[src/design/l1asm_regs.vh]
// Purpose: Constants for the layer-1 activation state machine.
// Assumes: Included by the design files of this block only.
// Notes:   Command and indication codes are 4-bit control channel values.
`ifndef L1ASM_REGS_VH
`define L1ASM_REGS_VH
`define L1ASM_CMD_TIM      4'h0
`define L1ASM_CMD_RES      4'h1
`define L1ASM_CMD_SSP      4'h2
`define L1ASM_CMD_SCP      4'h3
`define L1ASM_CMD_AR       4'h8
`define L1ASM_CMD_ARL      4'h9
`define L1ASM_CMD_DI       4'hF
`define L1ASM_IND_DR       4'h0
`define L1ASM_IND_PU       4'h7
`define L1ASM_IND_TMA      4'h2
`define L1ASM_IND_RSY      4'h4
`define L1ASM_IND_AR       4'h8
`define L1ASM_IND_ARL      4'h9
`define L1ASM_IND_AI       4'hC
`define L1ASM_IND_AIL      4'hD
`define L1ASM_IND_DC       4'hF
`define L1ASM_RX_I0        2'h0
`define L1ASM_RX_I2        2'h1
`define L1ASM_RX_I4        2'h2
`define L1ASM_RX_IX        2'h3
`define L1ASM_TX_I0        3'h0
`define L1ASM_TX_I1W       3'h1
`define L1ASM_TX_I1        3'h2
`define L1ASM_TX_I3        3'h3
`define L1ASM_TX_IT1       3'h4
`define L1ASM_TX_IT2       3'h5
`define L1ASM_USER_IDLE    8'hFF
`endif

[src/design/l1asm_sync.v]
// Purpose: Edge and change detector for the receive info class.
// Assumes: Inputs are synchronous to mclk_i.
// Notes:   Flags a change of the classified line signal for one cycle.
`timescale 1ns/10ps
`default_nettype none
module l1asm_sync #(
	parameter W = 2
) (
	// Clock and reset
	input  wire         mclk_i,
	input  wire         rst_n_i,
	// Value in
	input  wire [W-1:0] val_i,
	// Registered value and change pulse
	output reg  [W-1:0] val_o,
	output reg          chg_o
);
	always @(posedge mclk_i) begin
		if (!rst_n_i) begin
			val_o <= {W{1'b0}};
			chg_o <= 1'b0;
		end else begin
			chg_o <= (val_i != val_o);
			val_o <= val_i;
		end
	end
endmodule // l1asm_sync
`default_nettype wire

[src/design/l1asm_top.v]
// Purpose: Layer-1 activation and deactivation control, terminal side.
// Assumes: Line levels and sync come from the receiver datapath; the class is decoded here.
// Notes:   Software mode passes commands and status straight through.
//
// Overview of operation
// User channels transparent only when activated.
// Internal machine after reset, commanded via channel.
// Software selects bypass and sends timing code.
// Bypass: software drives transmit, reads status.
// New indication raises control channel interrupt.
// Reset or info 0 enters reset-pending.
// Deactivated accepts line or bus activation.
// Power-up keeps line off, clocks run.
// Activation request sends wake until info 2; the code stops on any signal other than info 0.
// Level detect while signal seen, unsynchronised.
// Synchronised with info 2 sends info 1.
// Synchronised with info 4 activates, info 3.
// Local loop: info 1, info 3, transparent.
// Pulse commands enter test mode.
// Software resets after long resync timeout.
// Reset command idles, sends info 0.
// Upstream command codes as listed.
// Receiver classifies info 0, 2, 4, X.
// Pin or soft reset acts as reset command.
// Reset events held two data clocks.
// Downstream indication codes as listed.
// Deactivation confirm powers down line, bus.
// Power-up indication with interrupt after clocks.
// Bypass status change raises maskable interrupt.
// Each state drives its own indication.
`timescale 1ns/10ps
`default_nettype none
`include "l1asm_regs.vh"
module l1asm_top (
	// Clock and reset
	input  wire       mclk_i,
	input  wire       rst_n_i,
	// Control channel from layer 2
	input  wire [3:0] outgoing_command_code_i,
	input  wire       software_reset_i,
	// Configuration
	input  wire       software_layer1_select_i,
	input  wire       clock_stop_in_powerdown_i,
	input  wire       receiver_irq_mask_i,
	input  wire [2:0] transceiver_command_i,
	input  wire       status_read_i,
	input  wire       incoming_read_i,
	input  wire       bus_clocks_running_i,
	// Receiver datapath
	input  wire       rx_level_i,
	input  wire       rx_synced_i,
	input  wire       rx_scrambled_ones_i,
	input  wire       rx_bursts_4k_i,
	// User channels
	input  wire [7:0] line_b1_i,
	input  wire [7:0] line_b2_i,
	output reg  [7:0] bus_b1_o,
	output reg  [7:0] bus_b2_o,
	// Line control
	output reg  [2:0] tx_info_o,
	output reg        local_loop_o,
	output reg        line_powerdown_o,
	output reg        bus_powerdown_o,
	// Control channel to layer 2
	output reg  [3:0] incoming_command_o,
	output reg        control_channel_change_irq_o,
	output reg  [1:0] transceiver_status_o,
	output reg        receiver_change_irq_o
);
	localparam ST_RSTPEND = 4'h0;
	localparam ST_DEACT   = 4'h1;
	localparam ST_PWRUP   = 4'h2;
	localparam ST_PENDACT = 4'h3;
	localparam ST_LVLDET  = 4'h4;
	localparam ST_SYNC    = 4'h5;
	localparam ST_ACT     = 4'h6;
	localparam ST_L3PEND  = 4'h7;
	localparam ST_L3SYNC  = 4'h8;
	localparam ST_L3ACT   = 4'h9;
	localparam ST_TEST    = 4'hA;
	localparam ST_RESET   = 4'hB;
	localparam ST_DC      = 4'hC;

	reg  [3:0] state;
	reg  [3:0] next_state;
	reg        test_cont;
	reg        next_test_cont;
	reg  [3:0] next_ind;
	reg  [2:0] next_tx;
	reg  [1:0] rx_class;
	wire [1:0] rx_class_q;
	wire       rx_chg;
	wire       bypass;
	wire       any_reset;

	// Bypass needs both the select bit and a timing code from software.
	assign bypass = software_layer1_select_i &&
		(outgoing_command_code_i == `L1ASM_CMD_TIM);
	// Soft reset acts as the reset command, except in bypass, where the state is held and the soft reset has no effect.
	assign any_reset = software_reset_i ||
		(outgoing_command_code_i == `L1ASM_CMD_RES);

	// Line signal classification.
	always @* begin
		if (!rx_level_i)
			rx_class = `L1ASM_RX_I0;
		else if (rx_bursts_4k_i && rx_scrambled_ones_i)
			rx_class = `L1ASM_RX_I2;
		else if (rx_bursts_4k_i)
			rx_class = `L1ASM_RX_I4;
		else
			rx_class = `L1ASM_RX_IX;
	end

	l1asm_sync #(
		.W(2)
	) u_rxchg (
		.mclk_i  (mclk_i),
		.rst_n_i (rst_n_i),
		.val_i   (rx_class),
		.val_o   (rx_class_q),
		.chg_o   (rx_chg)
	);

	always @* begin
		next_state     = state;
		next_test_cont = test_cont;
		case (state)
		ST_RSTPEND: begin
			// Terminal activation refused until deactivation indication.
			if (outgoing_command_code_i == `L1ASM_CMD_DI)
				next_state = ST_DEACT;
		end
		ST_DEACT, ST_DC: begin
			if (rx_class != `L1ASM_RX_I0)
				next_state = ST_LVLDET;
			else if (outgoing_command_code_i == `L1ASM_CMD_AR)
				next_state = ST_PENDACT;
			else if (outgoing_command_code_i == `L1ASM_CMD_ARL)
				next_state = ST_L3PEND;
			else if (outgoing_command_code_i == `L1ASM_CMD_TIM)
				next_state = ST_PWRUP;
			else if (outgoing_command_code_i == `L1ASM_CMD_DI &&
				state == ST_DEACT)
				next_state = ST_DC;
		end
		ST_PWRUP: begin
			if (rx_class != `L1ASM_RX_I0)
				next_state = ST_LVLDET;
			else if (outgoing_command_code_i == `L1ASM_CMD_AR)
				next_state = ST_PENDACT;
			else if (outgoing_command_code_i == `L1ASM_CMD_ARL)
				next_state = ST_L3PEND;
			else if (outgoing_command_code_i == `L1ASM_CMD_DI)
				next_state = ST_DEACT;
		end
		ST_PENDACT: begin
			if (rx_class != `L1ASM_RX_I0)
				next_state = ST_LVLDET;
		end
		ST_LVLDET: begin
			if (rx_class == `L1ASM_RX_I0)
				next_state = ST_RSTPEND;
			else if (rx_synced_i && rx_class == `L1ASM_RX_I2)
				next_state = ST_SYNC;
			else if (rx_synced_i && rx_class == `L1ASM_RX_I4)
				next_state = ST_ACT;
		end
		ST_SYNC, ST_ACT: begin
			if (rx_class == `L1ASM_RX_I0)
				next_state = ST_RSTPEND;
			else if (!rx_synced_i)
				next_state = ST_LVLDET;
			else if (rx_class == `L1ASM_RX_I4)
				next_state = ST_ACT;
			else if (rx_class == `L1ASM_RX_I2)
				next_state = ST_SYNC;
		end
		ST_L3PEND: begin
			if (rx_synced_i)
				next_state = ST_L3SYNC;
		end
		ST_L3SYNC: begin
			if (rx_synced_i && rx_class == `L1ASM_RX_I4)
				next_state = ST_L3ACT;
		end
		ST_L3ACT: begin
			if (!rx_synced_i)
				next_state = ST_L3SYNC;
		end
		ST_TEST, ST_RESET: begin
			if (outgoing_command_code_i == `L1ASM_CMD_DI)
				next_state = ST_DEACT;
		end
		default: next_state = ST_RSTPEND;
		endcase
		// Test commands are taken from any state.
		if (outgoing_command_code_i == `L1ASM_CMD_SSP) begin
			next_state     = ST_TEST;
			next_test_cont = 1'b0;
		end else if (outgoing_command_code_i == `L1ASM_CMD_SCP) begin
			next_state     = ST_TEST;
			next_test_cont = 1'b1;
		end
		// Loop and test states leave to deactivated on the DI command.
		if ((state == ST_L3PEND || state == ST_L3SYNC ||
			state == ST_L3ACT) &&
			outgoing_command_code_i == `L1ASM_CMD_DI)
			next_state = ST_DEACT;
		if (any_reset)
			next_state = ST_RESET;
	end

	// Per-state indication and line info.
	always @* begin
		next_ind = `L1ASM_IND_DR;
		next_tx  = `L1ASM_TX_I0;
		case (state)
		ST_RSTPEND: next_ind = `L1ASM_IND_DR;
		ST_DEACT:   next_ind = `L1ASM_IND_DR;
		ST_DC:      next_ind = `L1ASM_IND_DC;
		ST_PWRUP:   next_ind = `L1ASM_IND_PU;
		ST_PENDACT: begin
			next_ind = `L1ASM_IND_PU;
			next_tx  = `L1ASM_TX_I1W;
		end
		ST_LVLDET:  next_ind = `L1ASM_IND_RSY;
		ST_SYNC: begin
			next_ind = `L1ASM_IND_AR;
			next_tx  = `L1ASM_TX_I1;
		end
		ST_ACT: begin
			next_ind = `L1ASM_IND_AI;
			next_tx  = `L1ASM_TX_I3;
		end
		ST_L3PEND: begin
			next_ind = `L1ASM_IND_PU;
			next_tx  = `L1ASM_TX_I1;
		end
		ST_L3SYNC: begin
			next_ind = `L1ASM_IND_ARL;
			next_tx  = `L1ASM_TX_I3;
		end
		ST_L3ACT: begin
			next_ind = `L1ASM_IND_AIL;
			next_tx  = `L1ASM_TX_I3;
		end
		ST_TEST: begin
			next_ind = `L1ASM_IND_TMA;
			next_tx  = test_cont ? `L1ASM_TX_IT1 : `L1ASM_TX_IT2;
		end
		ST_RESET:   next_ind = `L1ASM_IND_DR;
		default: begin
			next_ind = `L1ASM_IND_DR;
			next_tx  = `L1ASM_TX_I0;
		end
		endcase
		// In ST_PWRUP, power-up is only reported once the bus clocks run.
		if (state == ST_PWRUP && !bus_clocks_running_i)
			next_ind = `L1ASM_IND_DC;
		if (bypass)
			next_tx = transceiver_command_i;
	end

	always @(posedge mclk_i) begin
		if (!rst_n_i) begin
			state     <= ST_RSTPEND;
			test_cont <= 1'b0;
		end else if (!bypass) begin
			state     <= next_state;
			test_cont <= next_test_cont;
		end
	end

	always @(posedge mclk_i) begin
		if (!rst_n_i) begin
			bus_b1_o                     <= `L1ASM_USER_IDLE;
			bus_b2_o                     <= `L1ASM_USER_IDLE;
			tx_info_o                    <= `L1ASM_TX_I0;
			local_loop_o                 <= 1'b0;
			line_powerdown_o             <= 1'b0;
			bus_powerdown_o              <= 1'b0;
			incoming_command_o           <= `L1ASM_IND_DR;
			control_channel_change_irq_o <= 1'b0;
			transceiver_status_o         <= `L1ASM_RX_I0;
			receiver_change_irq_o        <= 1'b0;
		end else begin
			// Idle ones keep the bus quiet outside activation.
			if (!bypass && (state == ST_ACT || state == ST_L3ACT)) begin
				bus_b1_o <= line_b1_i;
				bus_b2_o <= line_b2_i;
			end else begin
				bus_b1_o <= `L1ASM_USER_IDLE;
				bus_b2_o <= `L1ASM_USER_IDLE;
			end
			tx_info_o    <= next_tx;
			local_loop_o <= !bypass && (state == ST_L3PEND ||
				state == ST_L3SYNC || state == ST_L3ACT);
			line_powerdown_o <= !bypass && state == ST_DC;
			bus_powerdown_o  <= !bypass && state == ST_DC &&
				clock_stop_in_powerdown_i;
			if (!bypass) begin
				incoming_command_o <= next_ind;
			end
			// Set wins over the read clear.
			if (!bypass && next_ind != incoming_command_o)
				control_channel_change_irq_o <= 1'b1;
			else if (incoming_read_i)
				control_channel_change_irq_o <= 1'b0;
			transceiver_status_o <= rx_class_q;
			if (bypass && rx_chg && !receiver_irq_mask_i)
				receiver_change_irq_o <= 1'b1;
			else if (status_read_i)
				receiver_change_irq_o <= 1'b0;
		end
	end
endmodule // l1asm_top
`default_nettype wire

[config.mk]
export PLATFORM = sky130hd
export DESIGN_NAME = l1asm_top
export DESIGN_NICKNAME = d
export VERILOG_FILES = /design/src/design/l1asm_sync.v /design/src/design/l1asm_top.v
export VERILOG_INCLUDE_DIRS = /design/src /design/src/design
export SDC_FILE = /design/constraint.sdc
export NUM_CORES = 1
export LEC_CHECK = 0
export ABC_AREA = 1
export BUFFER_PORTS_ARGS = -buffer_cell sky130_fd_sc_hd__buf_4
export CAP_MARGIN = 20
export CORE_ASPECT_RATIO = 0.5
export CORE_UTILIZATION = 49
export DETAILED_ROUTE_END_ITERATION = 6
export PLACE_DENSITY = 0.88
export SYNTH_ARGS = -nofsm -noshare
export SYNTH_HDL_FRONTEND = slang
export SYNTH_SLANG_ARGS = --single-unit
[constraint.sdc]
create_clock -name mclk_i -period 1.9 [get_ports mclk_i]
set_input_delay 0 -clock mclk_i [delete_from_list [all_inputs] [get_ports mclk_i]]
set_output_delay 0 -clock mclk_i [all_outputs]
set_load 0.02 [all_outputs]
---- After elaboration in Yosys (flattened, before gate mapping) ----
Cells that the tools add are included.
cells by class
  equality and inequality tests ........... 29
  muxes and demuxes ....................... 39
  bitwise logic cells ..................... 1
  reductions and logical operators ........ 37
operator list
  operator                                                         number
  4-bit 2-to-1 mux                                                 25
  4-bit case mux with 9 select lines                               1
  4-bit == test, second input constant                             8
  4-bit case mux with 8 select lines                               1
  6-bit inequality test, second input constant                     4
  4-bit by 2-bit == test with 1-bit output, second input constant  4
  4-bit by 3-bit == test with 1-bit output, second input constant  4
  1-bit logical AND                                                14
  3-bit case mux with 4 select lines                               1
  10-bit inequality test, second input constant                    1
  9-bit inequality test, second input constant                     1
  3-bit OR reduction                                               3
  4-bit by 1-bit == test with 1-bit output, second input constant  2
  4-bit logical NOT                                                2
  1-bit 2-to-1 mux                                                 8
  8-bit inequality test, second input constant                     1
  8-bit AND reduction                                              1
  2-bit nonzero test                                               4
  2-bit OR reduction                                               3
  1-bit logical OR                                                 4
  2-bit 2-to-1 mux                                                 2
  4-bit inequality test                                            1
  2-bit AND reduction                                              2
  1-bit logical NOT                                                3
  other kinds (6)                                                  6
storage, ports and cells
  register bits after elaboration ......... 38
  output and inout bits ................... 30

---- Longest topological paths before layout ----
Gate-level depths: netlist of run 1.
  word-level depth ........................ 13
  mapped depth ............................ 14

---- Modules after synthesis ----
Synthesis of run 1 repeated with hierarchy kept, for this count alone.
second synthesis, totals
  cell total of the unflattened synthesis .. 309
  area, all modules ....................... 2098.3 µm²
modules (own cells, without submodules)
  module      times used  cells an instance  area an instance (µm²)  seq. area each (µm²)
  l1asm_top   1           290                1973.1                  700.7
  l1asm_sync  1           19                 125.1                   60.1

---- Worst setup path before layout of run 1 ----
No wires, ideal clock.
  path kind ............................... reg-to-reg
  start ................................... register state[3]
  end ..................................... register control_channel_change_irq_o
  data arrival time ....................... 1.254 ns
  required time ........................... 1.788 ns
  slack ................................... 0.533 ns
  stages on the path, launching flop included .. 11
  cells stage by stage .................... dfxtp_1 -> buf_6 -> nor2_4 -> inv_1 -> o21ai_0 -> nor2_1 -> xnor2_1 -> nor2_1 -> nand3_1 -> nand2_1 -> nand2_1
between the ends
  word-level cells in the longest chain between the ends .. 7
  elaborated cells on any way between the ends .. 18
RTL lines
  item                                                                    line                              RTL
  from (decl)                                                             l1asm_top.v:84                    reg [3:0] state;
  from (signal assigned)                                                  l1asm_top.v:270                   state <= next_state;
  4-bit by 2-bit == test with 1-bit output, or another cell as far along  l1asm_top.v:218, l1asm_top.v:259
  3-bit OR reduction (no line)                                            -
  4-bit case mux with 8 select lines                                      l1asm_top.v:218                   case (state)
  4-bit 2-to-1 mux (*)                                                    l1asm_top.v:259                   if (state == ST_PWRUP && !bus_clocks_running_i)
  4-bit inequality test (*)                                               l1asm_top.v:306                   if (!bypass && next_ind != incoming_command_o)
  1-bit logical AND (*)                                                   l1asm_top.v:306
  1-bit 2-to-1 mux / 2-bit nonzero test (equally long branches)           -
  to (signal assigned)                                                    l1asm_top.v:284                   control_channel_change_irq_o <= 1'b0;
  to (signal assigned)                                                    l1asm_top.v:307                   control_channel_change_irq_o <= 1'b1;
  to (signal assigned)                                                    l1asm_top.v:309                   control_channel_change_irq_o <= 1'b0;
  to (decl)                                                               l1asm_top.v:66                    output reg control_channel_change_irq_o,
Every way passes the cells marked *; elsewhere a longest branch is shown, timed or not.
A chain may end at the register's enable or synchronous reset.

---- Worst setup path after layout of run 1 ----
  start ................................... input outgoing_command_code_i[1]
  end ..................................... register receiver_change_irq_o
between the ends
  word-level cells in the longest chain between the ends .. 5
  elaborated cells on any way between the ends .. 6
RTL lines
  item                                                           line             RTL
  from (decl)                                                    l1asm_top.v:39   input wire [3:0] outgoing_command_code_i,
  4-bit logical NOT (no line) (*)                                -
  1-bit logical AND (*)                                          l1asm_top.v:97   assign bypass = software_layer1_select_i &&
  1-bit logical AND (*) (2 in a row)                             l1asm_top.v:311  if (bypass && rx_chg && !receiver_irq_mask_i)
  1-bit 2-to-1 mux / 2-bit nonzero test (equally long branches)  -
  to (signal assigned)                                           l1asm_top.v:286  receiver_change_irq_o <= 1'b0;
  to (signal assigned)                                           l1asm_top.v:312  receiver_change_irq_o <= 1'b1;
  to (signal assigned)                                           l1asm_top.v:314  receiver_change_irq_o <= 1'b0;
  to (decl)                                                      l1asm_top.v:68   output reg receiver_change_irq_o
Marked as above.

==> results of run 1 <==
[final timing paths]
kind	start	to	slack (ps)	cells past startpoint
setup reg to reg	state[3]	state[0]	170	11
hold / removal	transceiver_command_i[0]	tx_info_o[0]	30	3
hold reg to reg	u_rxchg.val_o[0]	transceiver_status_o[0]	450	2
setup / recovery	outgoing_command_code_i[1]	receiver_change_irq_o	90	8
[routing by layer]
metal | up-vias | track usage
met4 | 0 | 0.0839
met3 | 13 | 0.0783
li1 | 1059 | -
met1 | 989 | 0.406
met2 | 101 | 0.531
met5 | - | 0
[Yosys cell counts (all sizes together) (2+ instances only)]
library cell	number	share of area
nand3b	3	0.012
nor2	43	0.10
nor3	4	0.011
buf	4	0.018
a31oi	2	0.0066
nand4	4	0.013
a21oi	9	0.024
nand2	85	0.18
inv	47	0.094
nand3	16	0.050
xor2	4	0.018
o21ai	16	0.042
dfxtp	38	0.40
[what timing repair did]
item	CTS	global route
hold buffers	24	1
hold endpoints to repair	22	1
gates resized for setup	0	3
endpoints found under the setup margin	0	4
[cell type report]
type,count,share of cell area
Clock buffer,6,0.0296
Sequential cell,38,0.273
Multi-Input combinational cell,193,0.332
Inverter,47,0.0642
Tap cell,51,0.0229
Clock inverter,1,0.0108
Timing Repair Buffer,91,0.267
[worst register-to-register path: cells and delay by family, from the launching register on]
kind          cells  cell delay, ps
simple gates     10             990
flops             1             570
buf+inv           1              90
[flip-flops by register name, indices dropped and copies added, names as in the netlist]
| signal | cells |
|---|---|
| bus_b1_o | 8 |
| bus_b2_o | 8 |
| bus_powerdown_o | 1 |
| control_channel_change_irq_o | 1 |
| incoming_command_o | 4 |
| line_powerdown_o | 1 |
| local_loop_o | 1 |
| receiver_change_irq_o | 1 |
| state | 4 |
| test_cont | 1 |
| transceiver_status_o | 2 |
| tx_info_o | 3 |
| u_rxchg.chg_o | 1 |
| u_rxchg.val_o | 2 |
[logic make-up (layout without fill, tap and decap cells)]
kind of cell              Yosys count  count (layout)
and+or+nand+nor                   156             156
buffers and inverters              52             145
DFF                                38              38
xor gates and xnor gates            5               5
AOI/OAI and AO/OA                  32              32
[stage by stage]
stage	instances	total power [W]	hold WS [ps]	area [um^2]	setup slack, ps
2_1_floorplan	283	0.00138	92.1	1900	533
5_1_grt	427	0.00250	55.9	2790	20.7
3_3_place_gp	395	0.00159	178	2420	200
3_5_place_dp	395	0.00161	181	2420	177
4_1_cts	426	0.00235	6.33	2770	23.1
6_report	427	0.00239	30.2	2790	92.9
[where the power goes]
| group | leakage, nW | internal (W) | switching [W] |
|---|---|---|---|
| logic | 1.05 | 0.000296 | 0.000430 |
| registers | 0.312 | 0.000866 | 0.0000653 |
| clock network | 0.0573 | 0.000421 | 0.000310 |
| total | 1.42 | 0.00158 | 0.000805 |
==> key figures, run 1 <==
Finish
  • Most frequent cells in the layout: nand2_1, buf_4, inv_1
  • Nets: 412
  • Reg area: 762 um^2
  • Inserted Diodes: 0
  • Synthesis-to-finish area growth: 46.8%
  • Final core utilization: 0.782
  • Most common cell after layout, fill and taps aside: nand2_1
  • Share of layout cells above drive strength 1: 0.250
  • Multi-input gate area: 926 um^2
  • Filler cells: 265

Synth
  • Ys flop type: dfxtp_1
  • Post-Syn Instances: 283
  • Multiplexer share of the synthesized area: 0
  • Post-synthesis sequential area ratio: 0.401
  • Compound-gate portion of the synthesized area: 0.0916
  • Simple-Gate Fraction of Synth Area: 0.370
  • Synth Area in Adders: 0
  • Yosys reg bits: 38
  • Number of synthesized flops with an enable pin: 0
  • Combinational family with the most area after synthesis: simple AND/OR/NAND/NOR gates
  • Mean Syn Cell Area: 6.71 um^2
  • Asr flop ratio synth: 0
  • Count of different cell masters after synthesis: 31
  • Mapped Nets: 319
  • Ys Warns: 0
  • XOR/XNOR Fraction of Synth Area: 0.0231
  • Cell area after synthesis: 1900 um^2

Global route
  • Total global routing overflow: 0
  • Initial antenna violation count: 0
  • Vias in the first global route: 2097
  • Total track usage: 0.312
  • First-pass GRT wire length: 9.78 mm
  • Largest net degree at the start of global routing: 17

Drt
  • Initial drt markers: 174
  • Vias: 2162
  • Wl on met1: 2.79 mm
  • Final antenna-violating net count: 0
  • DR WL met2: 2.71 mm
  • Highest metal used: met4
  • Vias/cell: 5.06
  • Met3 WL: 422 um
  • Total iterations of the first detailed-routing run: 5
  • DR DRC count: 0
  • Routed wire per std cell: 14.0 um
  • WL final: 6.00 mm

STA
  • RSZ-0062 raised after global routing: no
  • Slew Limit Fails: 0
  • Clock Skew: 9.79 ps
  • Worst-Margin Slew: 409 ps
  • Fmax: 0.553 GHz
  • Fin Setup TNS: 0 ps
  • Fin crit share: 0.951
  • Final min period: 1810 ps
  • # setup viols final: 0
  • Max_slew headroom: 0.726
  • Fin. Hold Viols: 0

CTS
  • H-tree depth: 2
  • CTS max path bufs: 2
  • Clk_lat worst skew: 300 ps
  • CTS tree: yes
  • Worst-path clk slew: 80 ps
  • Post-CTS Setup Inserts: 0
  • CTS sink count: 38
  • Root Driver: clkbuf_8
  • CTS buffer count: 5

Critical path
  • Worst EP arrival: 2040 ps
  • CP Data Required Time: 2130 ps
  • Critical Path Sink Type: flop
  • Highest net fanout along the worst path: 6
  • Top delay family on crit path: buffers and inverters
  • Crit Path Category: in2reg
  • CP Cell Sequence: dlygate4sd3_1 > buf_4 > nor2_1 > nand3_2 > inv_2 > nand3b_1 > a21oi_1 > dlygate4sd3_1
  • Max incr delay on CP: 550 ps
  • Crit path launch type: input pin
  • Worst Path Buf+Inv: 4
  • Crit-path slowest cell: dlygate4sd3_1
  • Cell mode on critical path: dlygate4sd3_1

Floorplan
  • Chip Height: 46.0 um
  • Total die area: 4140 um^2
  • Row count: 15
  • Die width: 90.0 um
  • IO Count: 66
  • Starting density of the core: 0.533
  • Core box area: 3570 um^2

Power
  • Leakage: 1.42 nW
  • Power per Cell Area: 856 nW/um^2
  • VDD IR-drop max: 0.000584 V

Run
  • Number of max-cap violations: 0

Placed design
  • Placer Congestion: 0.863
  • I/O Buffers: 65
  • Post-DP HPWL: 3.92 mm

Outcome
  • Status: completed

Hold path
  • Worst min-delay path class: in2reg
Note: power is estimated with default switching activity, not from simulation.
==> inputs of run 2 (changes only) <==
- PLACE_DENSITY: 0.88 -> 0.87
==> run 2 against run 1 <==
Against the previous run: the run now ends with design-rule violations left; clock power increased by 12%; sequential share of layout area did not move; global-route usage up 0.42 points; via count up 1.6%; combinational power rose by 2%; design area unchanged; critical endpoint is now state[0]; largest cell class unchanged; largest power group unchanged.
==> key figures, run 2 (synthesis gave the netlist of run 1 again) <==
Hold path
  • Worst min-delay path class: in2reg
  • Min-Delay Startpoint: rst_n_i

Critical path
  • Worst EP arrival: 1960 ps
  • CP Data Required Time: 2120 ps
  • Crit path launch type: flop
  • Crit Path Category: reg2reg
  • Crit. Startpoint: state[3]
  • Crit Reg-Reg Startpoint: state[3]
  • Critical Path Sink Type: flop
  • Highest net fanout along the worst path: 8

Finish
  • Synthesis-to-finish area growth: 46.8%
  • Largest regs: bus_b1_o x8, bus_b2_o x8
  • Inserted Diodes: 0
  • Nets: 410
  • Most common cell after layout, fill and taps aside: nand2_1
  • Share of layout cells above drive strength 1: 0.248
  • Final cell count without fillers: 426
  • Filler cells: 237
  • Most frequent cells in the layout: nand2_1, buf_4, inv_1
  • Post-route design area: 2790 um^2

Global route
  • Total global routing overflow: 0
  • Vias in the first global route: 2117
  • Total track usage: 0.316
  • First-pass GRT wire length: 9.88 mm
  • Largest net degree at the start of global routing: 17
  • Initial antenna violation count: 0

CTS
  • CTS sink count: 38
  • Clk_lat worst skew: 290 ps
  • CTS tree: yes
  • CTS buffer count: 5
  • Root Driver: clkbuf_8
  • CTS max path bufs: 2
  • H-tree depth: 2
  • Worst-path clk slew: 80 ps

Drt
  • DR DRC count: 2
  • Total iterations of the first detailed-routing run: 7
  • Initial drt markers: 213
  • WL final: 6.25 mm
  • Final antenna-violating net count: 0
  • Routed wire per std cell: 14.7 um
  • Vias/cell: 5.16
  • Vias: 2197

STA
  • Clock Skew: 3.66 ps
  • Slew Limit Fails: 0
  • Final min period: 1740 ps
  • Fin. Hold Viols: 0
  • # setup viols final: 0
  • Worst-Margin Slew: 447 ps
  • Fin Setup TNS: 0 ps
  • Fin crit share: 0.915
  • Max_slew headroom: 0.700
  • Fmax: 0.576 GHz
  • RSZ-0062 raised after global routing: no

Floorplan
  • Die width: 90.0 um
  • Starting density of the core: 0.533
  • Chip Height: 46.0 um
  • IO Count: 66
  • Total die area: 4140 um^2
  • Row count: 15
  • Core box area: 3570 um^2

Outcome
  • Failing checks: design-rule violations
  • Status: complete, but fails checks

Power
  • Internal cell power: 0.00169 W
  • Switching share of total power: 0.324
  • NetSw: 0.000809 W
  • Seq pwr share: 0.374
  • VDD IR-drop max: 0.000633 V
  • Leakage: 1.42 nW
  • Combinational share of power: 0.297
  • Clk pwr share: 0.329
  • Power per Cell Area: 895 nW/um^2

Placed design
  • I/O Buffers: 65
  • Placer Congestion: 0.976
  • DP Area: 2420 um^2
  • Post-Place Cells: 395
  • Post-DP HPWL: 3.86 mm

Run
  • Number of max-cap violations: 0
[run 2: cell types whose count changed in the layout (fill, tap and decap cells not counted), sizes merged]
cell	before	now
dlygate4sd3	25	23
bufinv	1	2
clkinv	0	1
clkbuf	6	5
[run 2: worst max-delay path: stages, from the launching register on]
cell     delay (ps)
dfxtp_1         570
inv_4            90
nor2_4          170
nand2_2          90
nand2_1         100
nand2_1          80
nand2_2          80
nor2_1           50
nand2_2         110
nand2_4          80
nand2_1          60
nand2_1          40
nor2_1          130
[run 2: per-stage QoR]
stage                     setup slack, ps  hold WS, ps  utilization  power [W]
after detailed placement              213          184        0.679    0.00161
after global routing                 25.1         11.5        0.782    0.00261
after global placement                236          178        0.679    0.00159
after CTS                             205         1.52        0.782    0.00247
final                                 162         12.2        0.782    0.00249
after floorplan                       533         92.1            -    0.00138
[run 2: worst paths after layout]
kind / endpoint / slack (ps) / cells after the start
max: state[0] / 160 / 12
min: transceiver_status_o[0] / 10 / 3
min reg2reg: transceiver_status_o[0] / 460 / 2
max reg2reg: state[0] / 160 / 12
[run 2: cell type report]
cell class	instances	area, um^2	share of cell area
flip-flops and latches	38	762	0.273
repair buffers	89	726	0.260
clock buffers	5	68.8	0.0247
well taps	51	63.8	0.0229
inverters	47	179	0.0642
clock inverters	3	68.8	0.0247
multi-input cells	193	921	0.330
[run 2: power groups by stage]
stage,Clock [W],Combinational (W),Sequential (W)
finish,0.000821,0.000742,0.000932
global route,0.000864,0.000808,0.000938
CTS,0.000836,0.000710,0.000924
detailed placement,0,0.000664,0.000942
global placement,0,0.000651,0.000936
floorplan,0,0.000408,0.000976
[run 2: repair_timing]
action | CTS | global route
gates resized for setup | 0 | 1
buffers inserted | 0 | 0
endpoints found under the setup margin | 0 | 3
hold endpoints to repair | 21 | 0
hold buffers | 23 | 0
[run 2: layer usage]
| metal | share of wire | track usage | up-vias |
|---|---|---|---|
| li1 | - | - | 1054 |
| met1 | 0.42 | 0.380 | 1005 |
| met2 | 0.47 | 0.562 | 122 |
| met3 | 0.088 | 0.0833 | 16 |
| met4 | 0.024 | 0.126 | 0 |
| met5 | 0 | 0 | - |
